--- config.mk ---
export PLATFORM = sky130hd
export DESIGN_NAME = sesr_top
export DESIGN_NICKNAME = d
export VERILOG_FILES = /design/src/verilog/sesr_pkg.sv /design/src/verilog/sesr_top.sv
export SDC_FILE = /design/constraint.sdc
export NUM_CORES = 1
export LEC_CHECK = 0
export BUFFER_PORTS_ARGS = -buffer_cell sky130_fd_sc_hd__buf_2
export CAP_MARGIN = 20
export CORE_UTILIZATION = 60
export DETAILED_ROUTE_END_ITERATION = 12
export PLACE_DENSITY = 0.82
export SYNTH_ARGS = -nofsm -noshare
export SYNTH_HDL_FRONTEND = slang
export SYNTH_SLANG_ARGS = --single-unit
--- constraint.sdc ---
create_clock -name core_clk -period 8.58 [get_ports core_clk]
set_clock_uncertainty 0.1 [all_clocks]
set_input_delay 1.287 -clock core_clk [delete_from_list [all_inputs] [get_ports core_clk]]
set_output_delay 1.287 -clock core_clk [all_outputs]
set_load 0.02 [all_outputs]
--- src/verilog/sesr_pkg.sv ---
`default_nettype none
package sesr_pkg;
   // register byte offsets
   localparam logic [7:0] REG_UNIT_ADDR  = 8'h00;
   localparam logic [7:0] REG_IF_SEL     = 8'h04;
   localparam logic [7:0] REG_STATUS_EVT = 8'h08;
   localparam logic [7:0] REG_FAULT_EVT  = 8'h0C;
   localparam logic [7:0] REG_STATE      = 8'h10;
   localparam logic [7:0] REG_LINK       = 8'h14;
   localparam logic [7:0] REG_SETPOINT   = 8'h18;
   // field positions
   localparam int STATE_SEL_LSB   = 0;
   localparam int STATE_LOCAL_BIT = 5;
   localparam int STATE_MODE_LSB  = 8;
   localparam int STATE_OUT_BIT   = 16;
   localparam int LINK_LANG_BIT   = 17;
   // reset values
   localparam logic [4:0]  UNIT_ADDR_RST = 5'h00;
   localparam logic        IF_SEL_RST    = 1'b1;
   localparam logic [16:0] LINK_RATE_RST = 17'h1C200;
   localparam logic        LINK_LANG_RST = 1'b0;
   localparam logic [15:0] PV_RST        = 16'h0000;
   localparam logic [15:0] OVP_RST       = 16'hFFFF;
   localparam logic [15:0] UVL_RST       = 16'h0000;
   // forced link settings on the instrument bus
   localparam logic [16:0] LINK_RATE_BUS = 17'h1C200;
   localparam logic        LANG_SCPI     = 1'b1;
   // margins in percent, highest unit address and last mode
   localparam logic [22:0] PCT_MARGIN = 23'h000069;
   localparam logic [22:0] PCT_FULL   = 23'h000064;
   localparam logic [15:0] ADDR_MAX   = 16'h001F;
   localparam logic [2:0]  MODE_LAST  = 3'h4;
   // reply characters
   localparam logic [7:0] CH_EXEC  = 8'h45;
   localparam logic [7:0] CH_CMD   = 8'h43;
   localparam logic [7:0] CH_ZERO  = 8'h30;
   localparam logic [7:0] CH_SPACE = 8'h20;
   localparam logic [7:0] CH_CR    = 8'h0D;
   localparam logic [7:0] SRQ_BASE = 8'h80;
   // execution and command error digits
   localparam logic [3:0] E_OVER_OVP  = 4'h1;
   localparam logic [3:0] E_UNDER_UVL = 4'h2;
   localparam logic [3:0] E_OVP_LOW   = 4'h4;
   localparam logic [3:0] E_UVL_HIGH  = 4'h6;
   localparam logic [3:0] E_FAULT_ON  = 4'h7;
   localparam logic [3:0] E_GENERAL   = 4'h8;
   localparam logic [3:0] C_ILLEGAL   = 4'h1;
   localparam logic [3:0] C_BAD_PARAM = 4'h3;

   typedef enum logic [3:0] {
      CMD_SET_PV   = 4'h0,
      CMD_SET_OVP  = 4'h1,
      CMD_SET_UVL  = 4'h2,
      CMD_OUT_ON   = 4'h3,
      CMD_OUT_OFF  = 4'h4,
      CMD_MODE_ON  = 4'h5,
      CMD_MODE_OFF = 4'h6,
      CMD_RECALL   = 4'h7,
      CMD_SELECT   = 4'h8,
      CMD_SELECT_Q = 4'h9,
      CMD_BAD      = 4'hA,
      CMD_OTHER    = 4'hB
   } sesr_cmd_t;

   typedef enum logic {
      ST_IDLE = 1'b0,
      ST_SEND = 1'b1
   } sesr_state_t;
endpackage
`default_nettype wire

--- src/verilog/sesr_top.sv ---
`timescale 1ns/1ps
`default_nettype none
// Behaviour
// - conflicting command answers E, two digits, CR
// - refuse setpoint when 105% exceeds overvoltage: E01
// - refuse setpoint below 105% undervoltage: E02
// - refuse overvoltage below 105% setpoint: E04
// - refuse undervoltage when 105% exceeds setpoint: E06
// - output on during fault shutdown: E07
// - second mode or empty cell: E08
// - at most one operation mode active
// - only service request goes out unprompted
// - request when event register leaves zero
// - later events accumulate, no further requests
// - request: byte, space, byte, CR
// - gateway for up to 31 chained units
// - selected unit gets all later commands except select, select query and unknown ones
// - own unit selected after reset
// - bus interface forces 115200 and SCPI
// - bus address follows unit address
// - unknown command or parameter answers C
// - reading event register clears it
module sesr_top
   import sesr_pkg::*;
(
   input  wire logic                core_clk,
   input  wire logic                sys_rst,
   input  wire logic [7:0]          reg_addr,
   input  wire logic [31:0]         reg_wdata,
   input  wire logic                reg_wr,
   input  wire logic                reg_rd,
   output logic      [31:0]         reg_rdata,
   input  wire logic                cmd_valid,
   output logic                     cmd_ready,
   input  wire sesr_pkg::sesr_cmd_t cmd_code,
   input  wire logic [15:0]         cmd_value,
   input  wire logic [3:0]          cmd_arg,
   input  wire logic [15:0]         status_evt_in,
   input  wire logic [15:0]         fault_evt_in,
   input  wire logic                fault_shutdown,
   input  wire logic [15:0]         mem_cell_full,
   output logic                     tx_valid,
   input  wire logic                tx_ready,
   output logic      [7:0]          tx_data,
   output logic                     fwd_valid,
   output logic      [4:0]          fwd_addr,
   output sesr_pkg::sesr_cmd_t      fwd_code,
   output logic      [15:0]         fwd_value,
   output logic      [3:0]          fwd_arg,
   output logic      [15:0]         voltage_setpoint,
   output logic      [15:0]         overvoltage_limit,
   output logic      [15:0]         undervoltage_limit,
   output logic                     output_on,
   output logic      [4:0]          mode_active,
   output logic                     recall_pulse,
   output logic      [3:0]          recall_cell,
   output logic      [4:0]          bus_address,
   output logic      [16:0]         link_rate,
   output logic                     link_lang_scpi
);
   import sesr_pkg::*;

   function automatic logic [22:0] pct(input logic [15:0] v,
                                       input logic [22:0] p);
      pct = 23'(v) * p;
   endfunction

   function automatic logic [7:0] digit(input logic [3:0] d);
      digit = CH_ZERO + {4'h0, d};
   endfunction

   sesr_state_t state_q;
   logic [7:0]  msg_q [4];
   logic [1:0]  idx_q;
   logic [1:0]  last_q;
   logic [4:0]  unit_addr_q;
   logic        if_sel_q;
   logic [16:0] rate_q;
   logic        lang_q;
   logic        sel_local_q;
   logic [4:0]  sel_addr_q;
   logic [15:0] pv_q, ovp_q, uvl_q;
   logic        out_q;
   logic [4:0]  mode_q;
   logic [15:0] status_event_register_q, fault_event_register_q;
   logic [15:0] status_event_register_base, fault_event_register_base, status_event_register_d, fault_event_register_d;
   logic        srq_pend_q, srq_trig, srq_load;
   logic        cmd_take, is_sel, run_local, forward;
   logic [3:0]  e_code, c_code;
   logic        apply, reply_err, reply_sel;
   logic [4:0]  mode_one;
   logic [3:0]  tens, ones;
   logic [7:0]  srq_byte;
   logic        tx_start;

   assign cmd_ready = (state_q == ST_IDLE);
   assign cmd_take  = cmd_valid && cmd_ready;
   assign is_sel    = (cmd_code == CMD_SELECT) ||
                      (cmd_code == CMD_SELECT_Q) || (cmd_code == CMD_BAD);
   assign run_local = cmd_take && (sel_local_q || is_sel);
   assign forward   = cmd_take && !sel_local_q && !is_sel;
   assign mode_one  = 5'h01 << cmd_arg[2:0];
   assign srq_byte  = SRQ_BASE | {3'h0, unit_addr_q};

   // conflict checks ahead of any setting change
   always_comb begin
      e_code = 4'h0;
      c_code = 4'h0;
      case (cmd_code)
         CMD_SET_PV: begin
            if (pct(cmd_value, PCT_MARGIN) > pct(ovp_q, PCT_FULL)) begin
               e_code = E_OVER_OVP;
            end else if (pct(cmd_value, PCT_FULL) <
                         pct(uvl_q, PCT_MARGIN)) begin
               e_code = E_UNDER_UVL;
            end
         end
         CMD_SET_OVP: begin
            if (pct(cmd_value, PCT_FULL) < pct(pv_q, PCT_MARGIN)) begin
               e_code = E_OVP_LOW;
            end
         end
         CMD_SET_UVL: begin
            if (pct(cmd_value, PCT_MARGIN) > pct(pv_q, PCT_FULL)) begin
               e_code = E_UVL_HIGH;
            end
         end
         CMD_OUT_ON: begin
            if (fault_shutdown) begin
               e_code = E_FAULT_ON;
            end
         end
         CMD_MODE_ON: begin
            if (cmd_arg > {1'b0, MODE_LAST}) begin
               c_code = C_BAD_PARAM;
            end else if (mode_q != 5'h00 && mode_q != mode_one) begin
               e_code = E_GENERAL;
            end
         end
         CMD_MODE_OFF: begin
            if (cmd_arg > {1'b0, MODE_LAST}) begin
               c_code = C_BAD_PARAM;
            end
         end
         CMD_RECALL: begin
            if (!mem_cell_full[cmd_arg]) begin
               e_code = E_GENERAL;
            end
         end
         CMD_SELECT: begin
            if (cmd_value > ADDR_MAX) begin
               c_code = C_BAD_PARAM;
            end
         end
         CMD_BAD: c_code = C_ILLEGAL;
         default: begin
            e_code = 4'h0;
            c_code = 4'h0;
         end
      endcase
   end

   assign reply_err = run_local && (e_code != 4'h0 || c_code != 4'h0);
   assign reply_sel = run_local && (cmd_code == CMD_SELECT_Q);
   assign apply     = run_local && !reply_err;
   assign srq_load  = cmd_ready && !cmd_valid && srq_pend_q;
   assign tx_start  = reply_err || reply_sel || srq_load;

   always_comb begin
      tens = 4'h0;
      ones = 4'h0;
      if (sel_addr_q >= 5'h1E) begin
         tens = 4'h3;
         ones = 4'(sel_addr_q - 5'h1E);
      end else if (sel_addr_q >= 5'h14) begin
         tens = 4'h2;
         ones = 4'(sel_addr_q - 5'h14);
      end else if (sel_addr_q >= 5'h0A) begin
         tens = 4'h1;
         ones = 4'(sel_addr_q - 5'h0A);
      end else begin
         ones = sel_addr_q[3:0];
      end
   end

   // outgoing messages: replies and the service request only
   always_ff @(posedge core_clk or posedge sys_rst) begin
      if (sys_rst) begin
         state_q <= ST_IDLE;
         idx_q   <= 2'h0;
         last_q  <= 2'h0;
         for (int i = 0; i < 4; i++) begin
            msg_q[i] <= 8'h00;
         end
      end else begin
         case (state_q)
            ST_IDLE: begin
               idx_q <= 2'h0;
               if (reply_err) begin
                  state_q  <= ST_SEND;
                  msg_q[0] <= (e_code != 4'h0) ? CH_EXEC : CH_CMD;
                  msg_q[1] <= CH_ZERO;
                  msg_q[2] <= digit((e_code != 4'h0) ? e_code : c_code);
                  msg_q[3] <= CH_CR;
                  last_q   <= 2'h3;
               end else if (reply_sel) begin
                  state_q  <= ST_SEND;
                  msg_q[0] <= digit(tens);
                  msg_q[1] <= digit(ones);
                  msg_q[2] <= CH_CR;
                  last_q   <= 2'h2;
               end else if (srq_load) begin
                  state_q  <= ST_SEND;
                  msg_q[0] <= srq_byte;
                  msg_q[1] <= CH_SPACE;
                  msg_q[2] <= srq_byte;
                  msg_q[3] <= CH_CR;
                  last_q   <= 2'h3;
               end
            end
            ST_SEND: begin
               if (tx_ready) begin
                  idx_q <= idx_q + 2'h1;
                  if (idx_q == last_q) begin
                     state_q <= ST_IDLE;
                  end
               end
            end
            default: state_q <= ST_IDLE;
         endcase
      end
   end

   assign tx_valid = (state_q == ST_SEND);
   assign tx_data  = msg_q[idx_q];

   // settings and modes
   always_ff @(posedge core_clk or posedge sys_rst) begin
      if (sys_rst) begin
         pv_q         <= PV_RST;
         ovp_q        <= OVP_RST;
         uvl_q        <= UVL_RST;
         out_q        <= 1'b0;
         mode_q       <= 5'h00;
         recall_pulse <= 1'b0;
         recall_cell  <= 4'h0;
      end else begin
         recall_pulse <= 1'b0;
         if (apply) begin
            case (cmd_code)
               CMD_SET_PV:   pv_q  <= cmd_value;
               CMD_SET_OVP:  ovp_q <= cmd_value;
               CMD_SET_UVL:  uvl_q <= cmd_value;
               CMD_OUT_ON:   out_q <= 1'b1;
               CMD_OUT_OFF:  out_q <= 1'b0;
               CMD_MODE_ON:  mode_q <= mode_one;
               CMD_MODE_OFF: mode_q <= mode_q & ~mode_one;
               CMD_RECALL: begin
                  recall_pulse <= 1'b1;
                  recall_cell  <= cmd_arg;
               end
               default: out_q <= out_q;
            endcase
         end
      end
   end

   // unit selection and forwarding into the chain
   always_ff @(posedge core_clk or posedge sys_rst) begin
      if (sys_rst) begin
         sel_local_q <= 1'b1;
         sel_addr_q  <= UNIT_ADDR_RST;
         fwd_valid   <= 1'b0;
         fwd_addr    <= 5'h00;
         fwd_code    <= CMD_OTHER;
         fwd_value   <= 16'h0000;
         fwd_arg     <= 4'h0;
      end else begin
         fwd_valid <= forward;
         if (forward) begin
            fwd_addr  <= sel_addr_q;
            fwd_code  <= cmd_code;
            fwd_value <= cmd_value;
            fwd_arg   <= cmd_arg;
         end
         if (apply && cmd_code == CMD_SELECT) begin
            sel_addr_q  <= cmd_value[4:0];
            sel_local_q <= (cmd_value[4:0] == unit_addr_q);
         end else if (sel_local_q) begin
            sel_addr_q <= unit_addr_q;
         end
      end
   end

   // event registers, cleared by reading, set wins over clear
   always_comb begin
      status_event_register_base = (reg_rd && reg_addr == REG_STATUS_EVT) ? 16'h0000 : status_event_register_q;
      fault_event_register_base = (reg_rd && reg_addr == REG_FAULT_EVT) ? 16'h0000 : fault_event_register_q;
      status_event_register_d    = status_event_register_base | status_evt_in;
      fault_event_register_d    = fault_event_register_base | fault_evt_in;
      srq_trig  = (status_event_register_base == 16'h0000 && status_event_register_d != 16'h0000) ||
                  (fault_event_register_base == 16'h0000 && fault_event_register_d != 16'h0000);
   end

   always_ff @(posedge core_clk or posedge sys_rst) begin
      if (sys_rst) begin
         status_event_register_q     <= 16'h0000;
         fault_event_register_q     <= 16'h0000;
         srq_pend_q <= 1'b0;
      end else begin
         status_event_register_q     <= status_event_register_d;
         fault_event_register_q     <= fault_event_register_d;
         srq_pend_q <= srq_trig || (srq_pend_q && !srq_load);
      end
   end

   // register port
   always_ff @(posedge core_clk or posedge sys_rst) begin
      if (sys_rst) begin
         unit_addr_q <= UNIT_ADDR_RST;
         if_sel_q    <= IF_SEL_RST;
         rate_q      <= LINK_RATE_RST;
         lang_q      <= LINK_LANG_RST;
      end else if (reg_wr) begin
         if (reg_addr == REG_UNIT_ADDR) begin
            unit_addr_q <= reg_wdata[4:0];
         end else if (reg_addr == REG_IF_SEL) begin
            if_sel_q <= reg_wdata[0];
         end else if (reg_addr == REG_LINK) begin
            rate_q <= reg_wdata[16:0];
            lang_q <= reg_wdata[LINK_LANG_BIT];
         end
      end
   end

   always_ff @(posedge core_clk or posedge sys_rst) begin
      if (sys_rst) begin
         reg_rdata <= 32'h0000_0000;
      end else if (!reg_rd) begin
         reg_rdata <= 32'h0000_0000;
      end else if (reg_addr == REG_UNIT_ADDR) begin
         reg_rdata <= {27'h0, unit_addr_q};
      end else if (reg_addr == REG_IF_SEL) begin
         reg_rdata <= {31'h0, if_sel_q};
      end else if (reg_addr == REG_STATUS_EVT) begin
         reg_rdata <= {16'h0, status_event_register_q};
      end else if (reg_addr == REG_FAULT_EVT) begin
         reg_rdata <= {16'h0, fault_event_register_q};
      end else if (reg_addr == REG_STATE) begin
         reg_rdata <= {15'h0, out_q, 3'h0, mode_q, 2'h0,
                       sel_local_q, sel_addr_q};
      end else if (reg_addr == REG_LINK) begin
         reg_rdata <= {14'h0, link_lang_scpi, link_rate};
      end else if (reg_addr == REG_SETPOINT) begin
         reg_rdata <= {ovp_q, pv_q};
      end else begin
         reg_rdata <= 32'h0000_0000;
      end
   end

   assign voltage_setpoint   = pv_q;
   assign overvoltage_limit  = ovp_q;
   assign undervoltage_limit = uvl_q;
   assign output_on          = out_q;
   assign mode_active        = mode_q;
   assign bus_address        = unit_addr_q;
   assign link_rate          = if_sel_q ? LINK_RATE_BUS : rate_q;
   assign link_lang_scpi     = if_sel_q ? LANG_SCPI : lang_q;
endmodule
`default_nettype wire

### Word level (Yosys, flattened, before mapping)

Index checks and enable logic that the tools add are counted.
Widths: inputs -> output; s select.

* multiply operators: 6
* bitwise gates (word level): 8
* $lt $le $gt $ge: 11
* shift-type cells: 1
* reductions and logical operators: 53
* equality and inequality tests: 21
* multiplexer cells: 58
* div/mod/pow operators: 0
* $add $sub $neg: 7

Operator list (number)
* $mux 32: 10
* $mul 16x7->23 const B: 3
* $mul 16x5->21 const B: 3
* $gt 23x23->1: 2
* $lt 23x23->1: 2
* $logic_not 16->1: 2
* $mux 16: 2
* $or 16x16->16: 2
* $reduce_bool 16->1: 2
* $mux 4: 7
* $eq 8x5->1 const B: 3
* $mux 24: 1
* $mux 8: 3
* $pmux 4 s6: 1
* $add 6x4->7 const A: 3
* $mux 2: 10
* $mux 17: 1
* $bmux 8 s2: 1
* $eq 4x3->1 const B: 4
* $eq 8x4->1 const B: 2
* $gt 16x5->1 const B: 1
* $logic_and 1x1->1: 16
* $reduce_and 2->1: 8
* $eq 4x4->1 const B: 3
* 39 further kinds: 73

* bits in read-only memories: 0
* logic and storage cells: 194
* memories: 0
* RAM bits: 0
* register bits after elaboration: 221
* bits in latches: 0
* output and inout bits: 154
* bits of input ports: 119

### Logic depth before layout (Yosys ltp)

* word-level depth: 13
* depth in mapped cells: 31
* depth with buffers taken out: 30

### Worst setup path after synthesis

No wires, ideal clock.

* path type: input -> register
* from: in cmd_value[3]
* to: reg uvl_q[0], in the netlist undervoltage_limit[0]
* path slack: 1.230 ns
* arrival: 7.125 ns
* buffers on the path: 1
* required time: 8.355 ns
* library setup time: 0.125 ns
* cell stages on the path: 29
* path through: ha_1 inv_1 fa_1 inv_1 ha_1 inv_1 fa_1 inv_1 ha_1 a21oi_1 nor3b_1 a211oi_1 o32ai_2 o21bai_1 nand2_1 nand2_1 a21oi_1 o21bai_1 xnor2_1 ha_1 nand4_1 or4_1 a2111oi_1 or3_1 nand2_1 nor3_4 nand3_2 buf_6 mux2_4

* longest elaborated chain between the ends: 11
* elaborated cells on any way between the ends: 21
* classes of those cells: mul: 2; order compare: 5; mux: 7; reduce/logical: 7

Ends and longest elaborated chain
* start, declared: line sesr_top.sv:36 `input wire logic [15:0] cmd_value,`
* $mul 16x5->21: line sesr_top.sv:65 `pct = 23'(v) * p;`
* $lt 23x23->1: line sesr_top.sv:113 `end else if (pct(cmd_value, PCT_FULL) <`
* $mux 2: line sesr_top.sv:113
* $mux 2: line sesr_top.sv:111 `if (pct(cmd_value, PCT_MARGIN) > pct(ovp_q, PCT_FULL)) begin`
* $pmux 4 s6: line sesr_top.sv:109 `case (cmd_code)`
* $reduce_bool 4->1: line sesr_top.sv:163 `assign reply_err = run_local && (e_code != 4'h0 || c_code != 4'h0);`
* $logic_or 1x1->1 *: line sesr_top.sv:163
* $logic_and 1x1->1 *: line sesr_top.sv:163
* $logic_not 1->1 *: line sesr_top.sv:165 `assign apply = run_local && !reply_err;`
* $logic_and 1x1->1 *: line sesr_top.sv:165
* $reduce_and 2->1 (no source line) *
* end signal, assigned: line sesr_top.sv:253 `CMD_SET_UVL: uvl_q <= cmd_value;`
* end, declared: line sesr_top.sv:82 `logic [15:0] pv_q, ovp_q, uvl_q;`

Mark *: on every way between the ends. The rest lies on a longest branch, timed or not.
A chain may end at the register's enable or synchronous reset.

### Worst setup path in the final report

* from: in cmd_value[2]
* to: reg recall_cell[0]

* longest elaborated chain between the ends: 11
* elaborated cells on any way between the ends: 21
* classes of those cells: mul: 2; order compare: 5; mux: 7; reduce/logical: 7

Ends and longest elaborated chain
* $mul 16x5->21: line sesr_top.sv:65
* $lt 23x23->1: line sesr_top.sv:113
* $mux 2: line sesr_top.sv:113
* $mux 2: line sesr_top.sv:111
* $pmux 4 s6: line sesr_top.sv:109
* $reduce_bool 4->1: line sesr_top.sv:163
* $logic_or 1x1->1 *: line sesr_top.sv:163
* $logic_and 1x1->1 *: line sesr_top.sv:163
* $logic_not 1->1 *: line sesr_top.sv:165
* $logic_and 1x1->1 *: line sesr_top.sv:165
* $reduce_and 2->1 (no source line) *
* end signal, assigned: line sesr_top.sv:260 `recall_cell <= cmd_arg;`
* end, declared: line sesr_top.sv:56 `output logic [3:0] recall_cell,`

Marked as above.

==> impl_metrics.env <==
export IMPL_p_switching_mw=4.32
export IMPL_layout_nets=3121
export IMPL_cts_made_buffers=26
export IMPL_async_flop_share=1.00
export IMPL_routedWlPerCell_um=19.8
export IMPL_min_path_type="reg -> reg"
export IMPL_final_cell_mix="404 x ha_1, 399 x inv_1, 258 x buf_2"
export IMPL_layout_drive_gt1_share=0.192
export IMPL_die_h_um=190
export IMPL_multi_input_area_mm2=0.0144
export IMPL_use_met3=0.0605
export IMPL_dp_final_hpwl_um=47400
export IMPL_grt_max_degree=149
export IMPL_intPower_mw=4.62
export IMPL_place_ws_ns=0.163
export IMPL_ff_latch_area_mm2=0.00524
export IMPL_drt_total_wl_um=58800
export IMPL_routed_via_count=17600
export IMPL_cts_htree_levels=1
export IMPL_fin_crit_sh=0.935
export IMPL_crit_fanout=7
export IMPL_rsz0062_at_grt="no"
export IMPL_comb_power_share=0.732
export IMPL_reg2reg_depth=27
export IMPL_area_growth_pct=13.4
export IMPL_post_cts_setup_buffers=0
export IMPL_synth_cells=2221
export IMPL_ys_types=81
export IMPL_pin_count=273
export IMPL_fmax_mhz=125
export IMPL_crit_arrival_ns=8.36
export IMPL_slew_viol_final=0
export IMPL_drcViolationCount=0
export IMPL_ir_drop_v=0.000256
export IMPL_seq_area_frac_synth=0.246
export IMPL_power_density_mw_per_mm2=370
export IMPL_ant_nets=0
export IMPL_routed_via_density=5.93
export IMPL_drtIter0Drc=1093
export IMPL_start_util=0.614
export IMPL_antenna_found_initial=1
export IMPL_mostFrequentLayoutCell="ha_1"
export IMPL_worst_setup_path_start_kind="primary input"
export IMPL_cts_resized=0
export IMPL_holdPathEnd="msg_q[8]$_DFFE_PP0P_"
export IMPL_cts_tree="done"
export IMPL_hold_viol=0
export IMPL_status="finished clean"
export IMPL_fp_row_count=68
export IMPL_reg2reg_to="recall_cell[0]$_DFFE_PP0P_"
export IMPL_synth_cell_area_mm2=0.0213
export IMPL_switching_share=0.483
export IMPL_fin_tns_setup_ns=0
export IMPL_synth_net_count=2843
export IMPL_tightest_slew_ns=1.08
export IMPL_synth_main_ff_cell="dfrtp_1"
export IMPL_path_buf_inv=3
export IMPL_hold_start="msg_q[8]$_DFFE_PP0P_"
export IMPL_grt_overflow=0
export IMPL_cts_sinks=208
export IMPL_grt_pass1_wl_um=92800
export IMPL_p_clk_frac=0.123
export IMPL_rrSetupSlack_ns=1.01
export IMPL_cp_common_cell="ha_1"
export IMPL_hold_buffers=0
export IMPL_cp_end_kind="register"
export IMPL_nFillCells=2683
export IMPL_detailedRoute_firstPassIterationCount=6
export IMPL_crit_family="adder cells"
export IMPL_io_buffers=258
export IMPL_met1_usage=0.425
export IMPL_avgSynthCellArea_um2=9.60
export IMPL_leakagePower_nw=13.1
export IMPL_final_min_clock_period_ns=8.02
export IMPL_critPathRequiredTime_ns=8.92
export IMPL_gp_congestion=0.909
export IMPL_synth_edff_count=0
export IMPL_p_seq_frac=0.145
export IMPL_cpPeakStageDelay_ns=0.54
export IMPL_clk_latency_ns=0.55
export IMPL_busiest_layer="met2"
export IMPL_clk_path_buf_depth=3
export IMPL_core_area_mm2=0.0347
export IMPL_path_clk_slew_ns=0.06
export IMPL_worstReg2RegStart="voltage_setpoint[3]$_DFFE_PP0P_"
export IMPL_yosys_warnings=0
export IMPL_whs_path_depth=1
export IMPL_fin_ws_ns=0.557
export IMPL_cts_root_buf="clkbuf_16"
export IMPL_ys_ff_latch=208
export IMPL_max_slew_margin_rel=0.278
export IMPL_slowest_stage="or4_1"
export IMPL_met2_usage=0.541
export IMPL_grt_pass1_vias=17700
export IMPL_die_area_mm2=0.0363
export IMPL_setup_viol=0
export IMPL_critical_path_class="in -> reg"
export IMPL_die_x_um=190
export IMPL_maxCapViolCount=0
export IMPL_grt_use_total=0.328
-- per-stage QoR --
step	cells	hold WS (ns)	total power, mW	cell area, µm²	utilization
2_1_floorplan	2221	0.344	6.16	21300	-
3_3_place_gp	2923	0.358	7.38	23300	0.670
3_5_place_dp	2923	0.376	7.68	23300	0.670
4_1_cts	2971	0.393	8.87	24100	0.695
5_1_grt	2975	0.400	9.80	24200	0.697
6_report	2976	0.389	8.94	24200	0.697
-- cells in the mapped netlist (49+ instances only) --
library cell	count	area, µm²
nand2_1	98	368
xnor2_1	59	517
a21oi_1	102	510
dfrtp_1	183	4580
nor2_1	94	353
mux2i_1	49	490
mux2_2	81	912
inv_1	400	1500
a21o_1	66	495
o21ai_0	76	380
ha_1	404	5050
fa_1	99	1980
-- worst max-delay path by stage --
stage / start / to / slack, ns / depth (start not counted)
finish: cmd_value[2] / recall_cell[0]$_DFFE_PP0P_ / 0.56 / 27
global route: cmd_value[3] / voltage_setpoint[11]$_DFFE_PP0P_ / 0.29 / 31
CTS: cmd_value[2] / recall_cell[0]$_DFFE_PP0P_ / 0.72 / 27
detailed placement: cmd_value[2] / recall_cell[0]$_DFFE_PP0P_ / 0.16 / 27
global placement: cmd_value[6] / voltage_setpoint[14]$_DFFE_PP0P_ / 0.36 / 31
floorplan: cmd_value[3] / undervoltage_limit[0]$_DFFE_PP0P_ / 1.23 / 29
-- layout make-up --
type                    count  area share
clock inverters            12     0.00497
diodes                      2    0.000207
well taps                 455      0.0235
inverters                 400      0.0624
flip-flops and latches    208       0.217
clock buffers              36      0.0305
repair buffers            289      0.0650
multi-input cells        1574       0.597
-- power groups by stage --
stage | logic (mW) | clock network [mW] | registers (mW)
after floorplan | 4.80 | 0 | 1.37
after global placement | 6.08 | 0 | 1.30
after detailed placement | 6.37 | 0 | 1.30
after CTS | 6.46 | 1.12 | 1.29
after global routing | 7.33 | 1.16 | 1.31
final | 6.54 | 1.10 | 1.29
-- layer usage --
layer  share of wire  up-vias
li1                -     8210
met1            0.42     8614
met5               0        -
met3           0.074      130
met4           0.040        0
met2            0.47      679
-- registers in the layout (all words and copies together), names as in the netlist, 2 cells and up --
| register | cells |
|---|---|
| idx_q | 2 |
| undervoltage_limit | 16 |
| fwd_addr | 5 |
| msg_q | 20 |
| reg_rdata | 32 |
| fault_event_register_q | 16 |
| bus_address | 5 |
| rate_q | 17 |
| voltage_setpoint | 16 |
| fwd_arg | 4 |
| recall_cell | 4 |
| mode_active | 5 |
| fwd_value | 16 |
| fwd_code | 4 |
| overvoltage_limit | 16 |
| status_event_register_q | 16 |
| sel_addr_q | 5 |
-- kinds of logic after synthesis --
family                     Yosys count  synth area share
AOI/OAI and AO/OA                  395             0.125
xor gates and xnor gates           102            0.0419
adders and majority gates          504             0.331
buffers and inverters              439            0.0778
DFF                                208             0.246
muxes                              139            0.0750
and+or+nand+nor                    434             0.104
Power figures use the tool's default switching activity.
